[src/core/rvm_map.svh]
// Register offsets, field positions, masks and reset values of the
// regulator voltage and mode register slice.
// Assumes inclusion by bare name from the design files.
`ifndef RVM_MAP_SVH
`define RVM_MAP_SVH

// ***************************************************************
// Register offsets
// ***************************************************************
`define RVM_OFS_CONV6_SLEEP 8'h99
`define RVM_OFS_LIN2_PAIR 8'h9A
`define RVM_OFS_LIN3_PAIR 8'h9B
`define RVM_OFS_CTRL 8'h9C

// ***************************************************************
// Field positions
// ***************************************************************
`define RVM_CONV6_CODE_MSB 7
`define RVM_CONV6_CODE_LSB 1
`define RVM_PAIR_SLEEP_MSB 7
`define RVM_PAIR_SLEEP_LSB 4
`define RVM_PAIR_NORMAL_MSB 3
`define RVM_PAIR_NORMAL_LSB 0
`define RVM_CTRL_MODE_MSB 5
`define RVM_CTRL_MODE_LSB 3
`define RVM_CTRL_EN_MSB 2
`define RVM_CTRL_EN_LSB 0

// ***************************************************************
// Writable bit masks and reset values
// ***************************************************************
`define RVM_MASK_CONV6 8'hFE
`define RVM_MASK_PAIR 8'hFF
`define RVM_MASK_CTRL 8'h3F
`define RVM_RST_CONV6 8'h00
`define RVM_RST_LIN2 8'h00
`define RVM_RST_LIN3 8'h00
`define RVM_RST_CTRL 8'h07
`define RVM_READ_ZERO 8'h00

`endif

[src/core/rvm_pkg.sv]
// Types shared by the regulator voltage and mode register slice.
// Assumes nothing of its surroundings.
`default_nettype none

package rvm_pkg;

	// Which register an address selects
	typedef enum logic [2:0] {
		RVM_SEL_NONE = 3'b000,
		RVM_SEL_CONV6 = 3'b001,
		RVM_SEL_LIN2 = 3'b010,
		RVM_SEL_LIN3 = 3'b011,
		RVM_SEL_CTRL = 3'b100
	} rvm_sel_t;

endpackage : rvm_pkg

`default_nettype wire

[src/core/rvm_sync.sv]
// Three-stage synchroniser for pin levels with agreement filter.
// Assumes inputs asynchronous to clk_i and a synchronous-release reset.
`timescale 1ns/1ps
`default_nettype none

module rvm_sync #(
	parameter int WIDTH = 1,
	parameter logic [WIDTH-1:0] RST_VAL = '0
) (
	input wire logic clk_i,
	input wire logic rst_n_i,
	input wire logic [WIDTH-1:0] d_i,
	output logic [WIDTH-1:0] q_o
);

	logic [WIDTH-1:0] s1;
	logic [WIDTH-1:0] s2;
	logic [WIDTH-1:0] s3;
	logic [WIDTH-1:0] next_q;

	// A bit moves only where stages two and three agree
	always_comb
	begin
		next_q = (s3 & ~(s2 ^ s3)) | (q_o & (s2 ^ s3));
	end

	// Stage one feeds stage two only
	always_ff @(posedge clk_i or negedge rst_n_i)
	begin
		if (!rst_n_i)
		begin
			s1 <= RST_VAL;
			s2 <= RST_VAL;
			s3 <= RST_VAL;
			q_o <= RST_VAL;
		end
		else
		begin
			s1 <= d_i;
			s2 <= s1;
			s3 <= s2;
			q_o <= next_q;
		end
	end

endmodule : rvm_sync

`default_nettype wire

[src/core/rvm_regs.sv]
// Voltage code and controller mode/enable register slice.
// Assumes a serial protocol engine on clk_i drives the register port;
// sleep and enable pins arrive asynchronously.
`timescale 1ns/1ps
`default_nettype none
`include "rvm_map.svh"

module rvm_regs #(
	parameter logic [7:0] RST_CONV6 = `RVM_RST_CONV6,
	parameter logic [7:0] RST_LIN2 = `RVM_RST_LIN2,
	parameter logic [7:0] RST_LIN3 = `RVM_RST_LIN3,
	parameter logic [7:0] RST_CTRL = `RVM_RST_CTRL
) (
	input wire logic clk_i,
	input wire logic arst_n_i,
	input wire logic [7:0] reg_addr_i,
	input wire logic reg_wr_i,
	input wire logic [7:0] reg_wdata_i,
	input wire logic reg_rd_i,
	output logic [7:0] reg_rdata_o,
	input wire logic lin2_sleep_i,
	input wire logic lin3_sleep_i,
	input wire logic [2:0] control_input_pins_i,
	output logic [6:0] conv6_sleep_code_o,
	output logic [3:0] lin2_code_o,
	output logic [3:0] lin3_code_o,
	output logic [2:0] ctrl_pwm_force_o,
	output logic [2:0] ctrl_enable_o
);

	// ***************************************************************
	// Reset release
	// ***************************************************************
	logic rst_meta;
	logic rst_n;

	// Release is delayed two edges so no flop leaves reset mid-cycle
	always_ff @(posedge clk_i or negedge arst_n_i)
	begin
		if (!arst_n_i)
		begin
			rst_meta <= 1'b0;
			rst_n <= 1'b0;
		end
		else
		begin
			rst_meta <= 1'b1;
			rst_n <= rst_meta;
		end
	end

	// ***************************************************************
	// Address decode
	// ***************************************************************
	function automatic rvm_pkg::rvm_sel_t rvm_decode(input logic [7:0] a);
		rvm_pkg::rvm_sel_t s;
		s = rvm_pkg::RVM_SEL_NONE;
		unique case (a)
			`RVM_OFS_CONV6_SLEEP: s = rvm_pkg::RVM_SEL_CONV6;
			`RVM_OFS_LIN2_PAIR: s = rvm_pkg::RVM_SEL_LIN2;
			`RVM_OFS_LIN3_PAIR: s = rvm_pkg::RVM_SEL_LIN3;
			`RVM_OFS_CTRL: s = rvm_pkg::RVM_SEL_CTRL;
			default: s = rvm_pkg::RVM_SEL_NONE;
		endcase
		return s;
	endfunction : rvm_decode

	// ***************************************************************
	// Register storage
	// ***************************************************************
	logic [7:0] conv6_reg;
	logic [7:0] lin2_reg;
	logic [7:0] lin3_reg;
	logic [7:0] ctrl_reg;
	logic [7:0] next_conv6_reg;
	logic [7:0] next_lin2_reg;
	logic [7:0] next_lin3_reg;
	logic [7:0] next_ctrl_reg;
	logic [7:0] next_rdata;
	rvm_pkg::rvm_sel_t wsel;
	rvm_pkg::rvm_sel_t rsel;

	// Writes land through each register's mask
	always_comb
	begin
		wsel = rvm_decode(reg_addr_i);
		rsel = wsel;
		next_conv6_reg = conv6_reg;
		next_lin2_reg = lin2_reg;
		next_lin3_reg = lin3_reg;
		next_ctrl_reg = ctrl_reg;
		next_rdata = reg_rdata_o;
		if (reg_wr_i)
		begin
			unique case (wsel)
				// seven-bit sleep code, bit 0 reserved
				rvm_pkg::RVM_SEL_CONV6:
					next_conv6_reg = reg_wdata_i & `RVM_MASK_CONV6;
				// sleep and normal nibbles stored together
				rvm_pkg::RVM_SEL_LIN2:
					next_lin2_reg = reg_wdata_i & `RVM_MASK_PAIR;
				// sleep and normal nibbles stored together
				rvm_pkg::RVM_SEL_LIN3:
					next_lin3_reg = reg_wdata_i & `RVM_MASK_PAIR;
				rvm_pkg::RVM_SEL_CTRL:
					next_ctrl_reg = reg_wdata_i & `RVM_MASK_CTRL;
				default: ;
			endcase
		end
		// Read data holds until the next read; unmapped reads zero
		if (reg_rd_i)
		begin
			unique case (rsel)
				rvm_pkg::RVM_SEL_CONV6: next_rdata = conv6_reg;
				rvm_pkg::RVM_SEL_LIN2: next_rdata = lin2_reg;
				rvm_pkg::RVM_SEL_LIN3: next_rdata = lin3_reg;
				rvm_pkg::RVM_SEL_CTRL: next_rdata = ctrl_reg;
				default: next_rdata = `RVM_READ_ZERO;
			endcase
		end
	end

	// Configuration flops
	always_ff @(posedge clk_i or negedge rst_n)
	begin
		if (!rst_n)
		begin
			conv6_reg <= RST_CONV6 & `RVM_MASK_CONV6;
			lin2_reg <= RST_LIN2;
			lin3_reg <= RST_LIN3;
			ctrl_reg <= RST_CTRL & `RVM_MASK_CTRL;
			reg_rdata_o <= `RVM_READ_ZERO;
		end
		else
		begin
			conv6_reg <= next_conv6_reg;
			lin2_reg <= next_lin2_reg;
			lin3_reg <= next_lin3_reg;
			ctrl_reg <= next_ctrl_reg;
			reg_rdata_o <= next_rdata;
		end
	end

	// ***************************************************************
	// Pin synchronisers
	// ***************************************************************
	logic [1:0] sleep_sync;
	logic [2:0] pins_sync;

	rvm_sync #(
		.WIDTH(2),
		.RST_VAL(2'h0)
	) u_sleep_sync (
		.clk_i(clk_i),
		.rst_n_i(rst_n),
		.d_i({lin3_sleep_i, lin2_sleep_i}),
		.q_o(sleep_sync)
	);

	rvm_sync #(
		.WIDTH(3),
		.RST_VAL(3'h0)
	) u_pin_sync (
		.clk_i(clk_i),
		.rst_n_i(rst_n),
		.d_i(control_input_pins_i),
		.q_o(pins_sync)
	);

	// ***************************************************************
	// Regulator-facing outputs
	// ***************************************************************
	logic [6:0] next_conv6_code;
	logic [3:0] next_lin2_code;
	logic [3:0] next_lin3_code;
	logic [2:0] next_pwm;
	logic [2:0] next_en;

	// Codes follow the stored fields one cycle behind
	always_comb
	begin
		next_conv6_code =
			conv6_reg[`RVM_CONV6_CODE_MSB:`RVM_CONV6_CODE_LSB];
		// sleep nibble while sleeping, normal nibble otherwise
		next_lin2_code = sleep_sync[0] ?
			lin2_reg[`RVM_PAIR_SLEEP_MSB:`RVM_PAIR_SLEEP_LSB] :
			lin2_reg[`RVM_PAIR_NORMAL_MSB:`RVM_PAIR_NORMAL_LSB];
		// same selection for the third regulator
		next_lin3_code = sleep_sync[1] ?
			lin3_reg[`RVM_PAIR_SLEEP_MSB:`RVM_PAIR_SLEEP_LSB] :
			lin3_reg[`RVM_PAIR_NORMAL_MSB:`RVM_PAIR_NORMAL_LSB];
		next_pwm = ctrl_reg[`RVM_CTRL_MODE_MSB:`RVM_CTRL_MODE_LSB];
		// software zero overrides the pin for controller three
		// likewise for controllers two and one
		next_en = pins_sync &
			ctrl_reg[`RVM_CTRL_EN_MSB:`RVM_CTRL_EN_LSB];
	end

	// Output flops; enables stay off through reset for safety
	always_ff @(posedge clk_i or negedge rst_n)
	begin
		if (!rst_n)
		begin
			conv6_sleep_code_o <= 7'h00;
			lin2_code_o <= 4'h0;
			lin3_code_o <= 4'h0;
			ctrl_pwm_force_o <= 3'h0;
			ctrl_enable_o <= 3'h0;
		end
		else
		begin
			conv6_sleep_code_o <= next_conv6_code;
			lin2_code_o <= next_lin2_code;
			lin3_code_o <= next_lin3_code;
			ctrl_pwm_force_o <= next_pwm;
			ctrl_enable_o <= next_en;
		end
	end
endmodule : rvm_regs

`default_nettype wire

[config.mk]
export PLATFORM = sky130hd
export DESIGN_NAME = rvm_regs
export DESIGN_NICKNAME = d
export VERILOG_FILES = /design/src/core/rvm_pkg.sv /design/src/core/rvm_sync.sv /design/src/core/rvm_regs.sv
export VERILOG_INCLUDE_DIRS = /design/src /design/src/core
export SDC_FILE = /design/constraint.sdc
export NUM_CORES = 1
export LEC_CHECK = 0
export BUFFER_PORTS_ARGS = -buffer_cell sky130_fd_sc_hd__buf_4
export CORE_ASPECT_RATIO = 1.1
export CORE_MARGIN = 4
export CORE_UTILIZATION = 58
export CTS_CLUSTER_DIAMETER = 60
export DETAILED_ROUTE_END_ITERATION = 6
export GPL_ROUTABILITY_DRIVEN = 0
export PLACE_DENSITY_LB_ADDON = 0.25
export SLEW_MARGIN = 5
export SYNTH_ARGS = -nofsm -noshare
export SYNTH_HDL_FRONTEND = slang
export SYNTH_SLANG_ARGS = --single-unit
[constraint.sdc]
create_clock -name clk_i -period 6.4 [get_ports clk_i]
set_input_delay 0.32 -clock clk_i [delete_from_list [all_inputs] [get_ports clk_i]]
set_output_delay 0.32 -clock clk_i [all_outputs]
set_load 0.05 [all_outputs]
After elaboration in Yosys (flattened, before gate mapping) --
Index checks and enable logic that the tools add are counted.
Storage, ports and cells: register bits after elaboration 80, word-level logic and storage cells 47
Operators by class: equality and inequality tests 8, mux-type cells 4, bitwise logic cells 11, reduce and logical (&&, ||, !) cells 4
Operators by type and width (number):
- $eq A8 B8 Y1 const B | 4
- $pmux W8 S4 | 1
- $pmux W3 S4 | 1
- $and A3 B3 Y3 | 3
- $mux W4 | 2
- $reduce_and A2 Y1 | 4
- $eq A3 B2 Y1 const B | 2
- $and A2 B2 Y2 | 2
- $eq A3 B1 Y1 const B | 1
- $eq A3 B3 Y1 const B | 1
- $not A3 Y3 | 1
- $or A3 B3 Y3 | 1
- $xor A3 B3 Y3 | 1
- $not A2 Y2 | 1
- $or A2 B2 Y2 | 1
- $xor A2 B2 Y2 | 1

Logic depth before layout (Yosys ltp) --
Gate-level depths: netlist (run 1).
word-level depth 4, gate-level depth with buffers 5, gate-level depth less buffers 4

Hierarchy --
A second synthesis (run 1) with hierarchy kept.
Second synthesis, totals: cell total of the unflattened synthesis 200, area, all modules 3089.2 um2
By module, submodules not included:
- rvm_regs | times used 1, cells an instance 175, area an instance 2532.4 um2, sequential area each 1505.2 um2
- rvm_sync (u_pin_sync) | times used 1, cells an instance 15, area an instance 334.1 um2, sequential area each 300.3 um2
- rvm_sync (u_sleep_sync) | times used 1, cells an instance 10, area an instance 222.7 um2, sequential area each 200.2 um2

Least setup slack after synthesis (run 1) --
Ideal clock, no wire load.
path type in2reg, start input reg_addr_i[6], end register lin2_reg[0], library setup time 125 ps, arrival time 1276 ps, required time 6275 ps, setup slack 4999 ps, stages on the path 5, path buffers 1, path through and4bb_1 and2_1 buf_6 nand2_2 mux2_2
Between the ends: word-level cells in the longest chain between the ends 4, elaborated cells between the ends (all ways) 7, those cells by class eq/ne: 5; mux: 1; reduce/logical: 1
RTL lines:
- start: declaration | line rvm_regs.sv:16 | input wire logic [7:0] reg_addr_i,
- $eq A8 B8 Y1 | line rvm_regs.sv:58 | unique case (a)
- $pmux W3 S4 (*) | line rvm_regs.sv:58
- $eq A3 B2 Y1 (*) | line rvm_regs.sv:95 | unique case (wsel)
- $reduce_and A2 Y1 (no source line) (*)
- end signal: assignment | line rvm_regs.sv:137 | lin2_reg <= next_lin2_reg;
- end: declaration | line rvm_regs.sv:72 | logic [7:0] lin2_reg;
Mark *: on every way between the ends. The rest lies on a longest branch, timed or not. A chain may end at the register's enable or synchronous reset.

Worst setup path in the final report (run 1) --
start input reg_addr_i[6], end register lin2_reg[4]
Same word-level chain as after synthesis.

==> results of run 1 <==
cells in the final DEF (no fill, tap or decap), types with 4 or more instances in the layout:
master,instances
inv_1,8
nor2b_1,4
nand3b_1,4
o22ai_1,8
clkbuf_8,11
mux2i_1,5
dfrtp_1,76
buf_4,54
maj3_1,5
mux2_2,36
and2_1,4
a22oi_1,4
layout make-up:
class	count	area, µm²	share of cell area, %
Sequential cell	80	2010	55.8
Multi-Input combinational cell	99	905	25.2
Timing Repair Buffer	55	415	11.6
Clock buffer	13	159	4.42
Tap cell	58	72.6	2.02
Inverter	8	30.0	0.836
Clock inverter	1	5.00	0.139
path summary, 6_finish.rpt:
| path | endpoint | slack (ns) |
|---|---|---|
| max in group asynchronous | reg_rdata_o[6] | 5.24 |
| min reg2reg | u_pin_sync.s1[1] | 0.09 |
| max reg2reg | reg_rdata_o[6] | 5.24 |
| max | lin2_reg[4] | 5.04 |
| min in group asynchronous | u_pin_sync.s1[1] | 0.09 |
| min | u_pin_sync.s1[0] | 0.08 |
metal layers:
metal	vias to the layer above	wire length [µm]	track usage, %
met5	-	0	0
li1	801	-	-
met2	59	2710	30.0
met1	898	2440	24.4
met3	5	351	6.40
met4	0	55	7.00
cell usage after synthesis, drive strengths merged:
library cell and count:
a21oi 2, a221oi 2, a22oi 4, a2bb2oi 3, and2 4, and2b 1, and3 2, and4bb 1
buf 3, clkbuf 1, conb 1, dfrtp 77, dfstp 3, inv 8, maj3 5, mux2 37
mux2i 5, nand2 5, nand2b 3, nand3b 4, nand4 1, nand4b 1, nor2 1, nor2b 4
nor3b 1, o22a 3, o22ai 8, xnor2 1
what timing repair did:
action                                 CTS  global route
resized for setup                        0             0
hold buffers                             1             0
endpoints found under the hold margin    2             0
power groups by stage:
stage                     Sequential [mW]  Clock [mW]  Combinational [mW]
after floorplan                     0.579           0              0.0275
after global placement              0.554           0              0.0871
after detailed placement            0.555           0              0.0889
after CTS                           0.546       0.324              0.0897
after global routing                0.548       0.346              0.0951
final                               0.545       0.315              0.0885
metrics by stage:
stage	setup WS, ns	total power [mW]	instance area, µm²
2_1_floorplan	4.01	0.606	2970
3_3_place_gp	4.74	0.641	3420
3_5_place_dp	4.71	0.644	3420
4_1_cts	5.07	0.959	3590
5_1_grt	4.99	0.989	3590
6_report	5.04	0.949	3590
critical path, stage by stage:
cell and delay, ns:
buf_4 0.10, and4bb_1 0.28, and2_1 0.32, nand2_2 0.23
mux2_2 0.33
logic make-up (layout without fill, tap and decap cells):
family / count (synthesis) / count (layout) / synth area share, %
adders and majority gates: 5 / 5 / 1.69
and+or+nand+nor: 28 / 28 / 7.26
DFF: 80 / 80 / 67.6
muxes: 42 / 42 / 15.7
xor gates and xnor gates: 1 / 1 / 0.295
other: 1 / 1 / 0.126
AOI/OAI and AO/OA: 22 / 22 / 5.40
buffers and inverters: 12 / 77 / 1.86
==> impl_metrics.toml, run 1 <==
[clock_network]
postCtsSetupBuffers = 0
clockRootBuffer = "clkbuf_8"
cts_made_buffers = 9
cts_tree = "yes"
clock_latency_ns = 0.34
htree_levels = 3
clockBufferDepth = 2
cts.sinks = 80
cts.clk_slew.worst_paths_ns = 0.07

[critical_path]
setup.worst_path.start = "reg_addr_i[6]"
path_max_fanout = 8
reg2reg_from = "rst_n"
r2r_cells = 1
crit_required_ns = 6.62
worstPathArrival_ns = 1.58
critPathLaunchType = "input port"
worst_setup_path_end_kind = "flop"
critical_path_class = "in -> reg"

[sta]
hold_viol_final = 0
rsz0062_at_grt = "no"
relSlewSlack_pct = 40.8
clock_skew_ns = 0.0109
setup_violations = 0
fin_crit_ns = 1.36
report.final.slew_viol_count = 0
period_share_pct = 21.2
max_slew.worst_pin.slew_ns = 0.888
hold_slack_ns = 0.0837
finalSetupTns_ns = 0
fmax_mhz = 737

[power]
power.leakage_nw = 1.80
p_switching_mw = 0.225
clock_power_share_pct = 33.2
vdd_drop_max_v = 0.000198
p_per_area_mw_per_mm2 = 264
intPower_mw = 0.724
p_comb_share_pct = 9.3
p_sw_share_pct = 23.7
power_frac_seq_pct = 57.5

[synth]
seq_area_frac_synth_pct = 67.6
synth_seq_cells = 80
yosysWarnings = 0
synth_nets = 216
syn_area_mm2 = 0.00297
synth_top_area_share_pct = 65.0
postSynthAreaPerCell_um2 = 15.5
ys_types = 33
synthCells = 191
synth.largest_area_cell = "dfrtp_1"
yosys-top-cells-area = "dfrtp_1, mux2_2, dfstp_2"

[drt]
drc = 0
vias = 1763
dr.pass1.iters = 4
wirelength_um = 5560
drtAntennaViolNets = 0
drt_iter0_drc = 80
wire_per_inst_um = 17.7
viasPerCell = 5.61

[placed_design]
dp.cells = 299
portBuffers = 53
dpl.hpwl_um = 3810

[final_layout]
antennaDiodeCount = 0
area_growth_pct = 21.2
drive_above_1_share_pct = 44.1
nets = 278
layout.cells.non_filler = 314
postLayoutCoreUtil_pct = 72.4
filler_cell_count = 329

[floorplanning]
initial_core_util_pct = 59.7
ios = 54
die_area_mm2 = 0.00632
row_count = 27
dieWidth_um = 76.2
core_mm2 = 0.00497
die_y_um = 83.0

[grt]
grt.total_usage_pct = 19.0
grt_pass1_wl_um = 9350
grt_pass1_vias = 1913
gr-total-overflow = 0
grt_max_degree = 74
antenna_found_initial = 0

[min_path]
hold_path.class = "in -> reg"
hp-start = "control_input_pins_i[0]"
holdPathStages = 1

[outcome]
status = "complete, no violations"

[job]
maxCapViolCount = 0
No activity file was read; power rests on OpenSTA's default activity.
==> inputs of run 2 (changes only) <==
- CORE_UTILIZATION: 58 -> 54
- clock period: 6.4 -> 1.38 ns (I/O delays scaled with it)
==> impl_metrics.toml, run 2 (synthesized netlist as in run 1, its figures left out) <==
[final_layout]
antennaDiodeCount = 0
postLayoutCoreUtil_pct = 70.6
area_growth_pct = 27.6
final_common_cell = "dfrtp_1"
final_area_mm2 = 0.00378
final_cell_mix = "dfrtp_1, buf_4, mux2_2"
nets = 294
drive_above_1_share_pct = 42.7

[clock_network]
htree_levels = 3
postCtsSetupBuffers = 0
cts_made_buffers = 9
clockBufferDepth = 2
cts.clk_slew.worst_paths_ns = 0.08
clockRootBuffer = "clkbuf_8"
cts_tree = "yes"
cts.sinks = 80
clock_latency_ns = 0.35
cts_resized = 0

[grt]
grt_pass1_wl_um = 9430
gr-total-overflow = 0
antenna_found_initial = 0
grt.total_usage_pct = 18.7
grt_pass1_vias = 1971
grt_max_degree = 79

[drt]
viasPerCell = 5.21
wirelength_um = 5700
wire_per_inst_um = 16.3
vias = 1818
drt_iter0_drc = 95
drc = 0
dr.pass1.iters = 4
drtAntennaViolNets = 0

[critical_path]
slowest_delay_ns = 0.32
crit_chain = "buf_4 -> and4bb_1 -> and2_1 -> nand4b_4 -> mux2_2"
slowest_stage = "and2_1"
critical_path_class = "in -> reg"
critPathLaunchType = "input port"
cp.buffers_inverters = 1
worstPathArrival_ns = 1.31
worst_setup_path_end_kind = "flop"
crit_family = "simple AND/OR/NAND/NOR gates"
path_max_fanout = 7
crit_required_ns = 1.61

[sta]
hold_viol_final = 0
finalSetupTns_ns = 0
report.final.slew_viol_count = 0
fmax_mhz = 928
fin_crit_ns = 1.08
hold_slack_ns = 0.0319
setup_violations = 0
period_share_pct = 78.1
rsz0062_at_grt = "no"
clock_skew_ns = 0.00496

[floorplanning]
initial_core_util_pct = 55.3
die_y_um = 85.7
dieWidth_um = 78.7
row_count = 28
die_area_mm2 = 0.00674
ios = 54
core_mm2 = 0.00536

[job]
maxCapViolCount = 0

[power]
power.leakage_nw = 1.87
vdd_drop_max_v = 0.000966
p_per_area_mw_per_mm2 = 1170
total_power_mw = 4.44

[placed_design]
placed_area_mm2 = 0.00347
dpl.hpwl_um = 3770
portBuffers = 53

[min_path]
hold_path.class = "in -> async"

[outcome]
status = "complete, no violations"
-- run 2: cell count changes in the layout (fill, tap and decap cells not counted), sizes merged --
cell,previous run,this run
clkinvlp,0,2
dlygate4sd3,1,15
buf,54,56
clkbuf,13,11
clkinv,1,3
-- run 2: worst reg2reg max path: stages (launching register included) --
cell and delay, ns:
dfstp_2 0.55, a22oi_1 0.08, o22a_1 0.22, o22ai_1 0.10
-- run 2: final cells by class --
type                            count  area, µm²
Sequential cell                    80       2010
Clock buffer                       11        131
Timing Repair Buffer               71        583
Fill cell                         418       1580
Inverter                            8       30.0
Tap cell                           75       93.8
Clock inverter                      5       33.8
Multi-Input combinational cell     99        905
-- run 2: report_power, final --
part	internal (mW)	switching (mW)	total, mW
Combinational	0.203	0.247	0.450
Sequential	2.46	0.0707	2.53
Clock	0.650	0.818	1.47
Total	3.31	1.14	4.44
-- run 2: timing repair --
item                                    in CTS  in global routing
hold endpoints to repair                    43                  0
endpoints found under the setup margin       0                  0
hold buffers                                15                  0
-- run 2: per-layer routing --
| metal | wire length, µm | global-route usage [%] | part of all wire [%] |
|---|---|---|---|
| met2 | 2990 | 32.4 | 53 |
| met1 | 2270 | 22.1 | 40 |
| met3 | 314 | 4.10 | 5.5 |
| met5 | 0 | 0 | 0 |
| met4 | 115 | 9.22 | 2.0 |
-- run 2: stage by stage --
step	cells	worst slack, ns
after floorplan	191	0.0267
after global placement	318	-0.0274
after detailed placement	318	-0.0694
after CTS	349	0.298
after global routing	349	0.231
final	349	0.303
-- run 2: worst paths after layout --
kind	start	to	slack, ns	cells past startpoint
max reg2reg	ctrl_reg[2]	reg_rdata_o[2]	0.34	3
max in group asynchronous	rst_n	ctrl_reg[2]	0.75	1
max	reg_addr_i[6]	conv6_reg[2]	0.30	5
min reg2reg	rst_n	u_pin_sync.s2[1]	0.29	1
min	arst_n_i	rst_n	0.03	2
min in group clk_i	reg_addr_i[3]	reg_rdata_o[1]	0.22	4
==> inputs of run 3 (changes only) <==
- CORE_UTILIZATION: 54 -> 49
- clock period: 1.38 -> 0.9 ns (I/O delays scaled with it)
==> impl_metrics.toml, run 3 (synthesized netlist as in run 1, its figures left out) <==
[power]
clock_power_share_pct = 36.7
total_power_mw = 7.64
power_frac_seq_pct = 51.2
p_comb_share_pct = 12.2
vdd_drop_max_v = 0.00149
p_switching_mw = 1.80
power.leakage_nw = 2.27
intPower_mw = 5.84
p_per_area_mw_per_mm2 = 1690
p_sw_share_pct = 23.6

[floorplanning]
dieWidth_um = 82.2
row_count = 29
initial_core_util_pct = 51.1
core_mm2 = 0.00581
die_area_mm2 = 0.00736
ios = 54
die_y_um = 89.6

[drt]
wirelength_um = 6590
drt_iter0_drc = 82
met1_length_um = 2790
met3WireLength_um = 283
viasPerCell = 4.93
dr_wl_met2_um = 3380
drtAntennaViolNets = 0
top_layer = "met4"
wire_per_inst_um = 16.6
drc = 0
vias = 1961
dr.pass1.iters = 4

[critical_path]
worst_setup_path_end_kind = "flop"
critical_path_class = "reg -> reg"
slowest_stage = "dfstp_2"
crit_family = "flip-flops"
crit_required_ns = 1.17
worstPathArrival_ns = 1.31
cp.buffers_inverters = 0
slowest_delay_ns = 0.56
crit_chain = "a22oi_2 -> o22a_1 -> o22ai_1"
path_max_fanout = 2
critPathLaunchType = "flop"
r2r_slack_ns = -0.14

[grt]
grt_pass1_wl_um = 10400
grt_pass1_vias = 2111
grt.total_usage_pct = 19.6
grt_max_degree = 30
antenna_found_initial = 0
gr-total-overflow = 0

[clock_network]
cts_made_buffers = 9
clockRootBuffer = "clkbuf_8"
htree_levels = 3
clockBufferDepth = 2
cts.sinks = 80
clock_latency_ns = 0.35
cts.clk_slew.worst_paths_ns = 0.08
cts_tree = "yes"

[placed_design]
placed_area_mm2 = 0.00378
dpl.hpwl_um = 4310
portBuffers = 53

[final_layout]
postLayoutCoreUtil_pct = 78.0
drive_above_1_share_pct = 56.4
area_growth_pct = 52.8
final_cell_mix = "dfrtp_1, buf_4, buf_6"
final_common_cell = "dfrtp_1"
final_area_mm2 = 0.00453
nets = 341
antennaDiodeCount = 0

[sta]
fin_crit_ns = 1.04
fmax_mhz = 958
setup_violations = 57
clock_skew_ns = 0.00622
rsz0062_at_grt = "yes"
timing.final.ws_setup_ns = -0.144
hold_viol_final = 0
period_share_pct = 116
report.final.slew_viol_count = 0

[min_path]
hold_path.class = "reg -> async"

[job]
maxCapViolCount = 0

[outcome]
violations = "negative setup slack"
status = "finished with violations"
[run 3: final timing paths]
path / start / endpoint / depth (start not counted)
min in group clk_i: reg_addr_i[2] / reg_rdata_o[6] / 5
setup / recovery: ctrl_reg[1] / reg_rdata_o[1] / 3
hold reg to reg: rst_n / lin2_reg[5] / 0
setup reg to reg: ctrl_reg[1] / reg_rdata_o[1] / 3
max in group asynchronous: arst_n_i / rst_n / 3
hold / removal: rst_n / lin2_reg[5] / 0
[run 3: cell type report]
type	instances	area, µm²
well taps	77	96.3
fillers	323	1270
multi-input cells	99	1050
inverters	8	30.0
clock buffers	11	131
flip-flops and latches	80	2010
repair buffers	118	1120
clock inverters	5	81.3
[run 3: worst reg2reg max path, stage by stage (launching register included)]
cell     delay [ns]
dfstp_2        0.56
a22oi_2        0.06
o22a_1         0.24
o22ai_1        0.11
[run 3: metal layers]
layer	GRT usage [%]	up-vias
li1	-	930
met1	24.2	967
met2	33.9	52
met3	2.99	12
met4	9.06	0
met5	0	-
[run 3: power by group through the flow]
stage               clock (mW)  combinational [mW]  sequential, mW
floorplan                    0               0.198            4.12
global placement             0               0.749            3.94
detailed placement           0               0.757            3.95
finish                    2.80               0.928            3.91
global route              2.99               0.994            3.93
CTS                       2.85               0.877            3.90
[run 3: stage by stage]
step	worst slack (ns)	setup TNS [ns]	hold WS, ns	instances
global route	-0.162	-3.18	0.195	398
finish	-0.144	-1.81	0.180	398
floorplan	-0.223	-6.09	-0.251	191
CTS	-0.120	-2.01	0.183	390
detailed placement	-0.480	-14.59	-0.171	355
global placement	-0.454	-14.28	-0.172	355
[run 3: what timing repair did]
item	in CTS	in global routing
pin swaps	6	9
hold buffers	16	0
resized for setup	50	30
hold endpoints to repair	44	0
setup endpoints to repair	76	67
setup buffers	4	8
